File: src/verilog/phy_mgmt_defines.svh
// Register offsets, field positions, reset values and timing counts
// for the PHY management access unit.
// Assumes inclusion by bare name from the design files and the bench top.
`ifndef PHY_MGMT_DEFINES_SVH
`define PHY_MGMT_DEFINES_SVH

// Byte addresses of the two registers
`define ACC_CTRL_OFFSET     12'h114
`define DATA_OFFSET         12'h118
// Access control field positions
`define PHY_ADDR_MSB        15
`define PHY_ADDR_LSB        11
`define REG_INDEX_MSB       10
`define REG_INDEX_LSB       6
`define WRITE_NOT_READ_BIT  1
`define BUSY_BIT            0
// Reset values
`define PHY_ADDR_RESET      5'h00
`define REG_INDEX_RESET     5'h00
`define DATA_RESET          16'h0000
// Management cycle: 32 preamble + 32 frame bits, one bit per MDC period
`define FRAME_BITS          7'h40
`define MDC_DIV             4'h5
// AXI responses
`define RESP_OKAY           2'h0
`define RESP_SLVERR         2'h2

`endif

File: src/verilog/phy_mgmt_pkg.sv
// Types shared by the PHY management access unit.
// Assumes phy_mgmt_defines.svh sits on the include path.
package phy_mgmt_pkg;

	// Access engine states, one-hot
	typedef enum logic [2:0] {
		ST_IDLE  = 3'h1,
		ST_SHIFT = 3'h2,
		ST_DONE  = 3'h4
	} mgmt_state_t;

endpackage : phy_mgmt_pkg

File: src/verilog/mdio_frame_engine.sv
// Serial management frame engine toward the internal PHY.
// Assumes one clock; MDC is made by dividing aclk, so it is no second domain.
`timescale 1ns/1ps
`include "phy_mgmt_defines.svh"

module mdio_frame_engine (
	// Clock and reset
	input  wire logic        aclk,
	input  wire logic        aresetn,
	// Request and answer
	input  wire logic        start,
	input  wire logic        write_not_read,
	input  wire logic [4:0]  phy_addr,
	input  wire logic [4:0]  reg_index,
	input  wire logic [15:0] wr_data,
	output logic             done,
	output logic      [15:0] rd_data,
	// Management pins
	output logic             mdc,
	output logic             mdio_o,
	output logic             mdio_oe,
	input  wire logic        mdio_i
);

	logic [3:0]  div_q, div_d;       // MDC divider
	logic        run_q, run_d;       // Frame in flight
	logic [6:0]  bit_q, bit_d;       // Bits sent so far
	logic [63:0] sh_q, sh_d;         // Outgoing frame
	logic        wr_q, wr_d;         // Direction latched at start
	logic [15:0] rd_q, rd_d;         // Incoming data
	logic        mdc_q, mdc_d;       // MDC level
	logic        tick;               // Falling edge of MDC: shift out
	logic        rise;               // Rising edge of MDC: sample in

	assign tick = run_q && div_q == `MDC_DIV && mdc_q;
	assign rise = run_q && div_q == `MDC_DIV && !mdc_q;

	// Next state of the serialiser
	always_comb begin
		div_d  = div_q;
		run_d  = run_q;
		bit_d  = bit_q;
		sh_d   = sh_q;
		wr_d   = wr_q;
		rd_d   = rd_q;
		mdc_d  = mdc_q;
		done   = 1'b0;
		if (start && !run_q) begin
			// Preamble, start 01, opcode 01 write / 10 read, turnaround
			run_d = 1'b1;
			bit_d = 7'h00;
			div_d = 4'h0;
			mdc_d = 1'b0;
			wr_d  = write_not_read;
			sh_d  = {32'hFFFFFFFF, 2'b01, write_not_read ? 2'b01 : 2'b10,
				phy_addr, reg_index, 2'b10, wr_data};
		end else if (run_q) begin
			div_d = (div_q == `MDC_DIV) ? 4'h0 : div_q + 4'h1;
			if (div_q == `MDC_DIV)
				mdc_d = !mdc_q;
			// Sample read data on the bits after turnaround
			if (rise && !wr_q && bit_q >= 7'h30)
				rd_d = {rd_q[14:0], mdio_i};
			if (tick) begin
				sh_d  = {sh_q[62:0], 1'b1};
				bit_d = bit_q + 7'h01;
				if (bit_q + 7'h01 == `FRAME_BITS) begin
					run_d = 1'b0;
					done  = 1'b1;
				end
			end
		end
	end

	// Serialiser registers
	always_ff @(posedge aclk) begin
		if (!aresetn) begin
			div_q <= 4'h0;
			run_q <= 1'b0;
			bit_q <= 7'h00;
			sh_q  <= 64'h0;
			wr_q  <= 1'b0;
			rd_q  <= 16'h0000;
			mdc_q <= 1'b0;
		end else begin
			div_q <= div_d;
			run_q <= run_d;
			bit_q <= bit_d;
			sh_q  <= sh_d;
			wr_q  <= wr_d;
			rd_q  <= rd_d;
			mdc_q <= mdc_d;
		end
	end

	// Release the line during turnaround and data on a read
	assign mdio_oe = run_q && (wr_q || bit_q < 7'h2E);
	assign mdio_o  = sh_q[63];
	assign mdc     = mdc_q;
	assign rd_data = rd_q;

endmodule : mdio_frame_engine

File: src/verilog/phy_mgmt_access.sv
// PHY management access unit: AXI4-Lite register pair driving a
// serial management frame engine toward the internal PHY.
// Assumes an AXI4-Lite master with at most one read and one write open.
//
// How it works
// [RULE1] Software programs PHY address 00001b always
// [RULE2] Register index bits 10:6 pick target
// [RULE3] Direction bit one writes, zero reads
// [RULE4] Software sets busy bit to launch
// [RULE5] Busy held during access, self-clears after
// [RULE6] Software waits busy low before writes
// [RULE7] Write data held until busy clears
// [RULE8] Read data valid only after busy clears
// [RULE9] Data register is 16 bits, upper zero
`timescale 1ns/1ps
`include "phy_mgmt_defines.svh"

module phy_mgmt_access (
	// Clock and reset
	input  wire logic        aclk,
	input  wire logic        aresetn,
	// AXI4-Lite write address
	input  wire logic [11:0] s_axi_awaddr,
	input  wire logic        s_axi_awvalid,
	output logic             s_axi_awready,
	// AXI4-Lite write data
	input  wire logic [31:0] s_axi_wdata,
	input  wire logic [3:0]  s_axi_wstrb,
	input  wire logic        s_axi_wvalid,
	output logic             s_axi_wready,
	// AXI4-Lite write response
	output logic [1:0]       s_axi_bresp,
	output logic             s_axi_bvalid,
	input  wire logic        s_axi_bready,
	// AXI4-Lite read address
	input  wire logic [11:0] s_axi_araddr,
	input  wire logic        s_axi_arvalid,
	output logic             s_axi_arready,
	// AXI4-Lite read data
	output logic [31:0]      s_axi_rdata,
	output logic [1:0]       s_axi_rresp,
	output logic             s_axi_rvalid,
	input  wire logic        s_axi_rready,
	// PHY management pins
	output logic             mdc,
	output logic             mdio_o,
	output logic             mdio_oe,
	input  wire logic        mdio_i
);

	// Register fields
	logic [4:0]  phy_addr_q, phy_addr_d;
	logic [4:0]  phy_reg_index_q, phy_reg_index_d;
	logic        phy_write_not_read_q, phy_write_not_read_d;
	logic        phy_access_busy_q, phy_access_busy_d;
	logic [15:0] data_q, data_d;
	// Write channel capture
	logic        aw_have_q, aw_have_d;
	logic [11:0] aw_addr_q, aw_addr_d;
	logic        w_have_q, w_have_d;
	logic [31:0] w_data_q, w_data_d;
	logic [3:0]  w_strb_q, w_strb_d;
	logic        bvalid_q, bvalid_d;
	logic [1:0]  bresp_q, bresp_d;
	// Read channel
	logic        rvalid_q, rvalid_d;
	logic [31:0] rdata_q, rdata_d;
	logic [1:0]  rresp_q, rresp_d;
	// Engine handshake
	phy_mgmt_pkg::mgmt_state_t state_q, state_d;
	logic        eng_start;
	logic        eng_done;
	logic [15:0] eng_rd_data;
	logic        do_write;       // Both write halves present

	// Merge a write under byte strobes
	function automatic logic [31:0] merge(input logic [31:0] old_v,
	                                      input logic [31:0] new_v,
	                                      input logic [3:0]  strb);
		logic [31:0] r;
		r = old_v;
		for (int i = 0; i < 4; i++) begin
			if (strb[i])
				r[i*8 +: 8] = new_v[i*8 +: 8];
		end
		return r;
	endfunction : merge

	// Take address and data in either order; one response at a time
	assign s_axi_awready = !aw_have_q && !bvalid_q;
	assign s_axi_wready  = !w_have_q && !bvalid_q;
	assign s_axi_arready = !rvalid_q;
	assign do_write      = aw_have_q && w_have_q && !bvalid_q;
	assign eng_start     = state_q == phy_mgmt_pkg::ST_SHIFT;

	// Register and bus next state
	always_comb begin
		logic [31:0] m;
		m = 32'h0;
		phy_addr_d           = phy_addr_q;
		phy_reg_index_d      = phy_reg_index_q;
		phy_write_not_read_d = phy_write_not_read_q;
		phy_access_busy_d    = phy_access_busy_q;
		data_d               = data_q;
		aw_have_d            = aw_have_q;
		aw_addr_d            = aw_addr_q;
		w_have_d             = w_have_q;
		w_data_d             = w_data_q;
		w_strb_d             = w_strb_q;
		bvalid_d             = bvalid_q;
		bresp_d              = bresp_q;
		rvalid_d             = rvalid_q;
		rdata_d              = rdata_q;
		rresp_d              = rresp_q;
		state_d              = state_q;
		// Capture write halves
		if (s_axi_awvalid && s_axi_awready) begin
			aw_have_d = 1'b1;
			aw_addr_d = s_axi_awaddr;
		end
		if (s_axi_wvalid && s_axi_wready) begin
			w_have_d = 1'b1;
			w_data_d = s_axi_wdata;
			w_strb_d = s_axi_wstrb;
		end
		// Commit a write; writes while busy are dropped, software must wait
		if (do_write) begin
			aw_have_d = 1'b0;
			w_have_d  = 1'b0;
			bvalid_d  = 1'b1;
			bresp_d   = `RESP_OKAY;
			if (aw_addr_q == `ACC_CTRL_OFFSET) begin
				if (!phy_access_busy_q) begin // RULE6
					m = merge({16'h0, phy_addr_q, phy_reg_index_q, 4'h0,
						phy_write_not_read_q, 1'b0}, w_data_q, w_strb_q);
					phy_addr_d           = m[`PHY_ADDR_MSB:`PHY_ADDR_LSB]; // RULE1
					phy_reg_index_d      = m[`REG_INDEX_MSB:`REG_INDEX_LSB]; // RULE2
					phy_write_not_read_d = m[`WRITE_NOT_READ_BIT]; // RULE3
					phy_access_busy_d    = m[`BUSY_BIT]; // RULE4
				end
			end else if (aw_addr_q == `DATA_OFFSET) begin
				if (!phy_access_busy_q) begin // RULE6 RULE7
					m      = merge({16'h0, data_q}, w_data_q, w_strb_q);
					data_d = m[15:0]; // RULE9
				end
			end else begin
				bresp_d = `RESP_SLVERR;
			end
		end
		if (bvalid_q && s_axi_bready)
			bvalid_d = 1'b0;
		// Reads answer one cycle after the address
		if (s_axi_arvalid && s_axi_arready) begin
			rvalid_d = 1'b1;
			rresp_d  = `RESP_OKAY;
			if (s_axi_araddr == `ACC_CTRL_OFFSET)
				rdata_d = {16'h0, phy_addr_q, phy_reg_index_q, 4'h0,
					phy_write_not_read_q, phy_access_busy_q};
			else if (s_axi_araddr == `DATA_OFFSET)
				rdata_d = {16'h0, data_q}; // RULE9
			else begin
				rdata_d = 32'h0;
				rresp_d = `RESP_SLVERR;
			end
		end else if (rvalid_q && s_axi_rready) begin
			rvalid_d = 1'b0;
		end
		// Access sequencer
		unique case (state_q)
			phy_mgmt_pkg::ST_IDLE: begin
				if (phy_access_busy_q)
					state_d = phy_mgmt_pkg::ST_SHIFT;
			end
			phy_mgmt_pkg::ST_SHIFT: begin
				if (eng_done)
					state_d = phy_mgmt_pkg::ST_DONE;
			end
			phy_mgmt_pkg::ST_DONE: begin
				// Read data lands in the same cycle busy drops
				if (!phy_write_not_read_q)
					data_d = eng_rd_data; // RULE3 RULE8
				phy_access_busy_d = 1'b0; // RULE5
				state_d           = phy_mgmt_pkg::ST_IDLE;
			end
			default: state_d = phy_mgmt_pkg::ST_IDLE;
		endcase
	end

	// Register update
	always_ff @(posedge aclk) begin
		if (!aresetn) begin
			phy_addr_q           <= `PHY_ADDR_RESET;
			phy_reg_index_q      <= `REG_INDEX_RESET;
			phy_write_not_read_q <= 1'b0;
			phy_access_busy_q    <= 1'b0;
			data_q               <= `DATA_RESET;
			aw_have_q            <= 1'b0;
			aw_addr_q            <= 12'h000;
			w_have_q             <= 1'b0;
			w_data_q             <= 32'h0;
			w_strb_q             <= 4'h0;
			bvalid_q             <= 1'b0;
			bresp_q              <= 2'h0;
			rvalid_q             <= 1'b0;
			rdata_q              <= 32'h0;
			rresp_q              <= 2'h0;
			state_q              <= phy_mgmt_pkg::ST_IDLE;
		end else begin
			phy_addr_q           <= phy_addr_d;
			phy_reg_index_q      <= phy_reg_index_d;
			phy_write_not_read_q <= phy_write_not_read_d;
			phy_access_busy_q    <= phy_access_busy_d;
			data_q               <= data_d;
			aw_have_q            <= aw_have_d;
			aw_addr_q            <= aw_addr_d;
			w_have_q             <= w_have_d;
			w_data_q             <= w_data_d;
			w_strb_q             <= w_strb_d;
			bvalid_q             <= bvalid_d;
			bresp_q              <= bresp_d;
			rvalid_q             <= rvalid_d;
			rdata_q              <= rdata_d;
			rresp_q              <= rresp_d;
			state_q              <= state_d;
		end
	end

	assign s_axi_bvalid = bvalid_q;
	assign s_axi_bresp  = bresp_q;
	assign s_axi_rvalid = rvalid_q;
	assign s_axi_rdata  = rdata_q;
	assign s_axi_rresp  = rresp_q;

	// Serial engine; start held through the frame, ignored once running
	mdio_frame_engine i_mdio_frame_engine (
		.aclk           (aclk),
		.aresetn        (aresetn),
		.start          (eng_start),
		.write_not_read (phy_write_not_read_q),
		.phy_addr       (phy_addr_q),
		.reg_index      (phy_reg_index_q),
		.wr_data        (data_q),
		.done           (eng_done),
		.rd_data        (eng_rd_data),
		.mdc            (mdc),
		.mdio_o         (mdio_o),
		.mdio_oe        (mdio_oe),
		.mdio_i         (mdio_i)
	);

	// Busy stays up while the engine works
	a_busy_during_shift: assert property (@(posedge aclk) disable iff (!aresetn) // RULE5
		state_q == phy_mgmt_pkg::ST_SHIFT |-> phy_access_busy_q)
		else $error("busy dropped during access");
	// Busy is low two cycles after done
	a_busy_self_clear: assert property (@(posedge aclk) disable iff (!aresetn) // RULE5
		eng_done |=> ##1 !phy_access_busy_q)
		else $error("busy not cleared after access");
	// Data held while busy, except the read result landing
	a_data_stable: assert property (@(posedge aclk) disable iff (!aresetn) // RULE7
		phy_access_busy_q && state_q != phy_mgmt_pkg::ST_DONE |=> $stable(data_q))
		else $error("data changed during access");
	// Read result lands on completion
	a_read_result: assert property (@(posedge aclk) disable iff (!aresetn) // RULE8
		state_q == phy_mgmt_pkg::ST_DONE && !phy_write_not_read_q
		|=> data_q == $past(eng_rd_data))
		else $error("read data not captured");
	// PHY address and register index frozen during an access
	a_ctrl_frozen: assert property (@(posedge aclk) disable iff (!aresetn) // RULE6
		phy_access_busy_q |=> $stable(phy_reg_index_q) && $stable(phy_addr_q))
		else $error("control changed while busy");
	// Upper data bits read zero
	a_data_upper: assert property (@(posedge aclk) disable iff (!aresetn) // RULE9
		s_axi_rvalid |-> s_axi_rdata[31:16] == 16'h0000)
		else $error("reserved bits not zero");
	// Setting busy launches the engine next cycle
	a_launch: assert property (@(posedge aclk) disable iff (!aresetn) // RULE4
		state_q == phy_mgmt_pkg::ST_IDLE && phy_access_busy_q |=> eng_start)
		else $error("access not launched");
	// Write response follows both halves
	a_bresp_after: assert property (@(posedge aclk) disable iff (!aresetn) // RULE2
		do_write |=> s_axi_bvalid)
		else $error("no write response");

endmodule : phy_mgmt_access

File: config.mk
export PLATFORM = sky130hd
export DESIGN_NAME = phy_mgmt_access
export DESIGN_NICKNAME = d
export VERILOG_FILES = /design/src/verilog/phy_mgmt_pkg.sv /design/src/verilog/mdio_frame_engine.sv /design/src/verilog/phy_mgmt_access.sv
export VERILOG_INCLUDE_DIRS = /design/src /design/src/verilog
export SDC_FILE = /design/constraint.sdc
export NUM_CORES = 1
export LEC_CHECK = 0
export BUFFER_PORTS_ARGS = -buffer_cell sky130_fd_sc_hd__buf_2
export CAP_MARGIN = 10
export CORE_MARGIN = 2
export CORE_UTILIZATION = 35
export CTS_CLUSTER_DIAMETER = 100
export DETAILED_ROUTE_END_ITERATION = 7
export HOLD_SLACK_MARGIN = 0.08
export SYNTH_ARGS = -nofsm -noshare
export SYNTH_HDL_FRONTEND = slang
export SYNTH_SLANG_ARGS = --single-unit
export TNS_END_PERCENT = 20
File: constraint.sdc
create_clock -name aclk -period 4.85 [get_ports aclk]
set_input_delay 1.2125 -clock aclk [delete_from_list [all_inputs] [get_ports aclk]]
set_output_delay 1.2125 -clock aclk [all_outputs]
set_load 0.05 [all_outputs]
==> flow_summary.json, run 1 <==
{
  "cts_buffers": 17,
  "pwr-share-comb": 0.055,
  "rsz0062_at_grt": "false",
  "cts_setup_buffers": 0,
  "grt.busiest_layer": "met2",
  "holdWs_ns": 0.455,
  "rows": 52,
  "total_power_mw": 3.06,
  "avgSynthCellArea_sq_um": 8.94,
  "p_seq_frac": 0.488,
  "critPathMaxStageDelay_ns": 0.38,
  "grt_use_total": 0.156,
  "slew_viol_final": 0,
  "insertion_delay_ns": 0.43,
  "setup_ws_ns": 2.01,
  "p_switching_mw": 0.745,
  "fin_crit_ns": 2.84,
  "synth-seq-cells": 177,
  "ant_nets": 0,
  "drive_gt1_frac": 0.159,
  "dpl.hpwl_microns": 10900,
  "outcome": "finished clean",
  "io_pins": 112,
  "grt_pass1_vias": 5123,
  "pre_cts_ws_ns": 1.85,
  "antenna_found_initial": 0,
  "yosysUniqueCellTypes": 58,
  "swShare": 0.243,
  "die_x_microns": 146,
  "drt-total-wl_microns": 16600,
  "clockPowerShare": 0.457,
  "path_clk_slew_ns": 0.07,
  "path_cells": "a31o_2 > a21oi_1 > o21a_1 > buf_2",
  "grtUsageMet2": 0.240,
  "yosys_warnings": 0,
  "grt_pass1_wl_microns": 26900,
  "cts_root_buf": "clkbuf_16",
  "crit_family": "compound AO/OA/AOI/OAI gates",
  "die_area_sq_mm": 0.0214,
  "layout_common_cells": "dfxtp_1 (177), nand2_1 (112), nor2_1 (104)",
  "grt_max_degree": 65,
  "max_slew.worst_pin.slew_ns": 1.06,
  "p_int_mw": 2.31,
  "use_met1": 0.222,
  "crit_fanout": 7,
  "synth-edff-count": 0,
  "critical_path_required_ns": 3.64,
  "async_reset_ff_frac": 0,
  "dr.pass1.iters": 5,
  "min_path_type": "reg -> reg",
  "finalClockSkew_ns": 0.0107,
  "cts_sinks": 177,
  "maxCapViolations": 0,
  "max_slew_margin": 0.291,
  "io_buffer_count": 75,
  "netlist_area_sq_mm": 0.00710,
  "cts_buffer_depth": 2,
  "seq_area_frac_synth": 0.499,
  "setup_tns_ns": 0,
  "area_delta_synth_final_pct": 15.0,
  "wire_per_inst_microns": 14.7,
  "finalCritPeriodShare": 0.585,
  "cts_tree": "built",
  "start_util": 0.354,
  "ctsResizeCount": 0,
  "drc": 0,
  "finalSetupViolCount": 0,
  "core_sq_mm": 0.0200,
  "synth_flop_cell": "dfxtp_1",
  "overflow": 0,
  "fmax_mhz": 352,
  "layout_commonest_cell": "dfxtp_1",
  "crit_type": "reg -> out",
  "endpoint_kind": "primary output",
  "path_buf_inv": 1,
  "powerDensity_mw_per_mm2": 375,
  "syn_inst": 794,
  "vias": 5574,
  "hold_buffers": 0,
  "finalHoldViolations": 0,
  "start_kind": "register",
  "use_met3": 0.0344,
  "die_h_microns": 146,
  "fin_area_sq_mm": 0.00816,
  "ir_drop_mv": 0.237,
  "placed_area_sq_mm": 0.00756,
  "final_nets": 912,
  "n_antenna_cell": 0,
  "gp_congestion": 0.773,
  "drtIter0Drc": 364,
  "htree_levels": 4,
  "cellLeakagePower_nw": 3.19,
  "avgViaCountPerCell": 4.96,
  "slowest_stage": "dfxtp_1",
  "critical_path_arrival_ns": 1.63
}
## power by group through the flow
stage | sequential (mW) | clock (mW) | combinational (mW)
global placement | 1.53 | 0 | 0.170
detailed placement | 1.53 | 0 | 0.171
finish | 1.49 | 1.40 | 0.169
CTS | 1.49 | 1.42 | 0.171
floorplan | 1.53 | 0 | 0.130
global route | 1.49 | 1.48 | 0.185
## worst min-delay path, cell delays in order, from the launching register on
cell and delay, ns:
dfxtp_1 0.31, nand2_1 0.06, a21oi_1 0.05
## layer usage
| layer | vias up | share of wire |
|---|---|---|
| li1 | 2829 | - |
| met4 | 0 | 0.0074 |
| met3 | 8 | 0.037 |
| met2 | 90 | 0.46 |
| met1 | 2647 | 0.49 |
| met5 | - | 0 |
## Yosys cell counts, types with 2 or more instances
cell type | instances | share of area
dfxtp_1 | 177 | 0.50
nand2_1 | 112 | 0.059
nor2_1 | 105 | 0.056
a21oi_1 | 64 | 0.045
mux2i_1 | 43 | 0.061
clkbuf_1 | 35 | 0.019
o22ai_1 | 33 | 0.029
o21ai_0 | 31 | 0.022
a22oi_1 | 28 | 0.030
buf_4 | 20 | 0.021
and2_1 | 14 | 0.012
a21boi_0 | 13 | 0.014
buf_2 | 10 | 0.0070
o221ai_1 | 10 | 0.012
a31oi_1 | 5 | 0.0044
buf_6 | 5 | 0.0079
inv_1 | 5 | 0.0026
nand3_1 | 5 | 0.0035
xor2_1 | 5 | 0.0062
a32oi_1 | 4 | 0.0049
nand2b_1 | 4 | 0.0035
nor2b_1 | 4 | 0.0035
nor3_1 | 4 | 0.0028
and3_1 | 3 | 0.0026
buf_1 | 3 | 0.0016
ha_1 | 3 | 0.0053
nand3_4 | 3 | 0.0074
nand3b_1 | 3 | 0.0032
nor3b_1 | 3 | 0.0032
nor4_1 | 3 | 0.0026
o21ai_1 | 3 | 0.0021
xnor2_1 | 3 | 0.0037
and3b_1 | 2 | 0.0025
nor4b_1 | 2 | 0.0025
nor4bb_1 | 2 | 0.0028
o221a_2 | 2 | 0.0032
or4b_1 | 2 | 0.0028
## sequential cells by signal (all words and copies together) (netlist names)
signal and count:
s_axi_bresp 1, i_mdio_frame_engine.run_q 1, phy_reg_index_q 5, i_mdio_frame_engine.div_q 4, w_have_q 1, s_axi_rdata 16
i_mdio_frame_engine.bit_q 7, phy_addr_q 5, state_q 3, phy_write_not_read_q 1, aw_have_q 1, s_axi_rresp 1
aw_addr_q 12, phy_access_busy_q 1, data_q 16, w_strb_q 2, s_axi_bvalid 1, i_mdio_frame_engine.sh_q 64
s_axi_rvalid 1, w_data_q 16, i_mdio_frame_engine.wr_q 1, i_mdio_frame_engine.mdc 1, i_mdio_frame_engine.rd_data 16
## stage by stage
| stage | utilization | instances |
|---|---|---|
| after floorplan | - | 811 |
| after global placement | 0.377 | 1092 |
| after detailed placement | 0.377 | 1092 |
| after CTS | 0.407 | 1124 |
| after global routing | 0.407 | 1124 |
| final | 0.407 | 1124 |
## final timing paths
check	from	endpoint	slack, ns	cells past startpoint
max	i_mdio_frame_engine.bit_q[3]$_SDFFE_PP0P_	mdio_oe	2.01	4
min	i_mdio_frame_engine.sh_q[30]$_SDFFE_PN0P_	i_mdio_frame_engine.sh_q[31]$_SDFFE_PP0P_	0.45	2
max reg2reg	i_mdio_frame_engine.run_q$_SDFF_PN0_	i_mdio_frame_engine.sh_q[29]$_SDFFE_PN0P_	2.49	5
min reg2reg	i_mdio_frame_engine.sh_q[30]$_SDFFE_PN0P_	i_mdio_frame_engine.sh_q[31]$_SDFFE_PP0P_	0.45	2
## layout make-up
cell class / count / area [sq um]
multi-input combinational: 555 / 3210
timing repair buffer: 84 / 443
inverter: 6 / 23.8
sequential: 177 / 3540
fill: 2051 / 11900
tap: 270 / 338
clock buffer: 19 / 453
clock inverter: 13 / 149
## logic make-up (layout without fill, tap and decap cells)
group | after synthesis | in the layout | synth area share
and+or+nand+nor | 284 | 284 | 0.189
AOI/OAI and AO/OA | 199 | 199 | 0.176
DFF | 177 | 177 | 0.499
buffers and inverters | 79 | 122 | 0.0594
muxes | 43 | 43 | 0.0606
xor gates and xnor gates | 8 | 8 | 0.00987
adders and majority gates | 3 | 3 | 0.00529
other | 1 | 18 | 0.000528
Note: power is estimated with default switching activity, not from simulation.
==> run 2, diff against run 1 <==
--- a/config.mk
+++ b/config.mk
@@ -6,6 +6,7 @@
 export SDC_FILE = /design/constraint.sdc
 export NUM_CORES = 1
 export LEC_CHECK = 0
+export ABC_AREA = 1
 export BUFFER_PORTS_ARGS = -buffer_cell sky130_fd_sc_hd__buf_2
 export CAP_MARGIN = 10
 export CORE_MARGIN = 2
==> constraint.sdc (replaced) <==
create_clock -name aclk -period 2.65 [get_ports aclk]
set_input_delay 0.6625 -clock aclk [delete_from_list [all_inputs] [get_ports aclk]]
set_output_delay 0.6625 -clock aclk [all_outputs]
set_load 0.05 [all_outputs]
==> run 2 against run 1 <==
Net effect: worst hold slack lost 0.025 ns; clock-buffer cell count is the same; clock skew shrank 0.0015 ns; sequential share of layout area shrank 3.0 points; total power grew 85%; die area grew 7.9%; routed wire length grew 5.4%; via count grew 15%; final cell count grew 21%; combinational power grew to 2.7 times the previous value; global-route usage shrank 0.20 points.
==> flow_summary.json, run 2 <==
{
  "outcome": "finished clean",
  "regMostFlops": "i_mdio_frame_engine.sh_q",
  "setup_tns_ns": 0,
  "start_kind": "register",
  "total_power_mw": 5.67,
  "drt-total-wl_microns": 17500,
  "max_slew.worst_pin.slew_ns": 0.651,
  "avgSynthCellArea_sq_um": 7.59,
  "wire_per_inst_microns": 12.8,
  "powerDensity_mw_per_mm2": 647,
  "path_clk_slew_ns": 0.07,
  "htree_levels": 4,
  "critical_path_required_ns": 1.99,
  "cts_buffers": 17,
  "die_area_sq_mm": 0.0231,
  "holdWs_ns": 0.429,
  "n_antenna_cell": 0,
  "path_cells": "nand2_1 > a21oi_1 > nor3_1 > buf_2",
  "critPathMaxStageDelay_ns": 0.37,
  "grt_max_degree": 43,
  "fin_crit_ns": 2.16,
  "crit_type": "reg -> out",
  "slowest_stage": "dfxtp_1",
  "rsz0062_at_grt": "false",
  "fin_area_sq_mm": 0.00876,
  "area_delta_synth_final_pct": 14.2,
  "ant_nets": 0,
  "syn_inst": 1012,
  "dr.pass1.iters": 5,
  "die_x_microns": 152,
  "ir_drop_mv": 0.444,
  "core_sq_mm": 0.0217,
  "yosysUniqueCellTypes": 40,
  "seq_area_frac_synth": 0.462,
  "synth_commonest_cells": "nand2_1 (204), dfxtp_1 (177), nor2_1 (125), o21ai_0 (104), inv_1 (97)",
  "io_buffer_count": 75,
  "cts_setup_buffers": 0,
  "largest_register_ffs": 64,
  "netlist_area_sq_mm": 0.00768,
  "finalCritPeriodShare": 0.814,
  "setup_ws_ns": 0.493,
  "finalSetupViolCount": 0,
  "ff_latch_area_sq_mm": 0.00354,
  "pre_cts_ws_ns": 0.554,
  "synth_flop_cell": "dfxtp_1",
  "grt_use_total": 0.154,
  "layout_common_cells": "nand2_1 (204), dfxtp_1 (177), nor2_1 (125)",
  "maxCapViolations": 0,
  "cts_buffer_depth": 2,
  "endpoint_kind": "primary output",
  "yosysMostFrequentCell": "nand2_1",
  "max_slew_margin": 0.565,
  "synth.largest_area_cell": "dfxtp_1",
  "avgViaCountPerCell": 4.70,
  "yosysTopAreaCellShare": 0.462,
  "yosys_warnings": 0,
  "r2r_setup_slack_ns": 0.69,
  "grtUsageMet2": 0.253,
  "cts_sinks": 177,
  "async_reset_ff_frac": 0,
  "io_pins": 112,
  "ctsResizeCount": 0,
  "placed_area_sq_mm": 0.00819,
  "dpl.hpwl_microns": 12100,
  "layout_commonest_cell": "nand2_1",
  "multi_input_area_sq_mm": 0.00341,
  "start_util": 0.354,
  "synth_area_leaders": "dfxtp_1 (46%), nand2_1 (10%), o21ai_0 (6.8%)",
  "drc": 0,
  "drive_gt1_frac": 0.173,
  "finalClockSkew_ns": 0.00918,
  "vias": 6409,
  "drtIter0Drc": 405,
  "die_h_microns": 152,
  "grt.busiest_layer": "met2",
  "overflow": 0,
  "crit_fanout": 4,
  "cts_tree": "built",
  "synth-edff-count": 0,
  "grt_pass1_wl_microns": 29600,
  "finalHoldViolations": 0,
  "synth-seq-cells": 177,
  "hold_buffers": 0,
  "rows": 54,
  "nFillCells": 2239,
  "slew_viol_final": 0,
  "cellLeakagePower_nw": 3.80,
  "fmax_mhz": 464,
  "gp_congestion": 0.796,
  "use_met1": 0.203,
  "critical_path_arrival_ns": 1.49,
  "use_met3": 0.0334,
  "cts_root_buf": "clkbuf_16",
  "grt_pass1_vias": 6000,
  "insertion_delay_ns": 0.43,
  "min_path_type": "in -> reg",
  "antenna_found_initial": 0,
  "final_nets": 1141
}
## run 2: cell count changes in the layout (fill, tap and decap cells not counted), sizes merged, moves of 29 or more
| cell | change |
|---|---|
| o22ai | -30 |
| mux2i | -42 |
| o21ai | +70 |
| nand2 | +96 |
| nand3 | +39 |
| o221a | +29 |
| nor3 | +35 |
| inv | +97 |
| a21oi | -30 |
| nor2 | +32 |
## run 2: through the flow
stage           util  std cells
6_report       0.404       1363
5_1_grt        0.404       1363
4_1_cts        0.404       1363
3_5_place_dp   0.378       1331
3_3_place_gp   0.378       1331
2_1_floorplan      -       1029
## run 2: area by class of cell
type | count | area share
Inverter | 106 | 0.0457
Clock buffer | 19 | 0.0505
Tap cell | 280 | 0.0400
Timing Repair Buffer | 90 | 0.0560
Sequential cell | 177 | 0.404
Clock inverter | 13 | 0.0146
Multi-Input combinational cell | 678 | 0.389
## run 2: cell families after synthesis
group	Yosys count	synth area share
AOI/OAI and AO/OA	215	0.178
adders and majority gates	3	0.00489
buffers and inverters	174	0.103
DFF	177	0.462
muxes	1	0.00130
other	1	0.000489
and+or+nand+nor	441	0.252
## run 2: power by group
part	leakage (nW)	internal, mW	total (mW)	switching [mW]
Combinational	2.09	0.123	0.460	0.337
Sequential	1.44	2.73	2.78	0.0495
Clock	0.276	1.33	2.43	1.10
Total	3.80	4.19	5.67	1.48
## run 2: per-layer routing
| metal | share of wire | wire [microns] |
|---|---|---|
| met5 | 0 | 0 |
| met4 | 0.016 | 282 |
| met3 | 0.027 | 477 |
| met2 | 0.46 | 8110 |
| met1 | 0.49 | 8610 |
## run 2: worst paths after layout
path         depth (start not counted)                                        end                                 startpoint
min                                  2                  s_axi_bvalid$_SDFFE_PP0P_                               s_axi_bready
max reg2reg                          7  i_mdio_frame_engine.sh_q[30]$_SDFFE_PN0P_       i_mdio_frame_engine.run_q$_SDFF_PN0_
min reg2reg                          2                 aw_addr_q[10]$_SDFFE_PN0P_                 aw_addr_q[10]$_SDFFE_PN0P_
max                                  4                                    mdio_oe  i_mdio_frame_engine.bit_q[4]$_SDFFE_PP0P_
## run 2: critical path: cells and delay by family, from the launching register on
kind                   cells  cell delay [ns]
flip-flops                 1             0.37
AO/OA/AOI/OAI              1             0.28
buffers and inverters      1             0.22
AND/OR/NAND/NOR            2             0.20
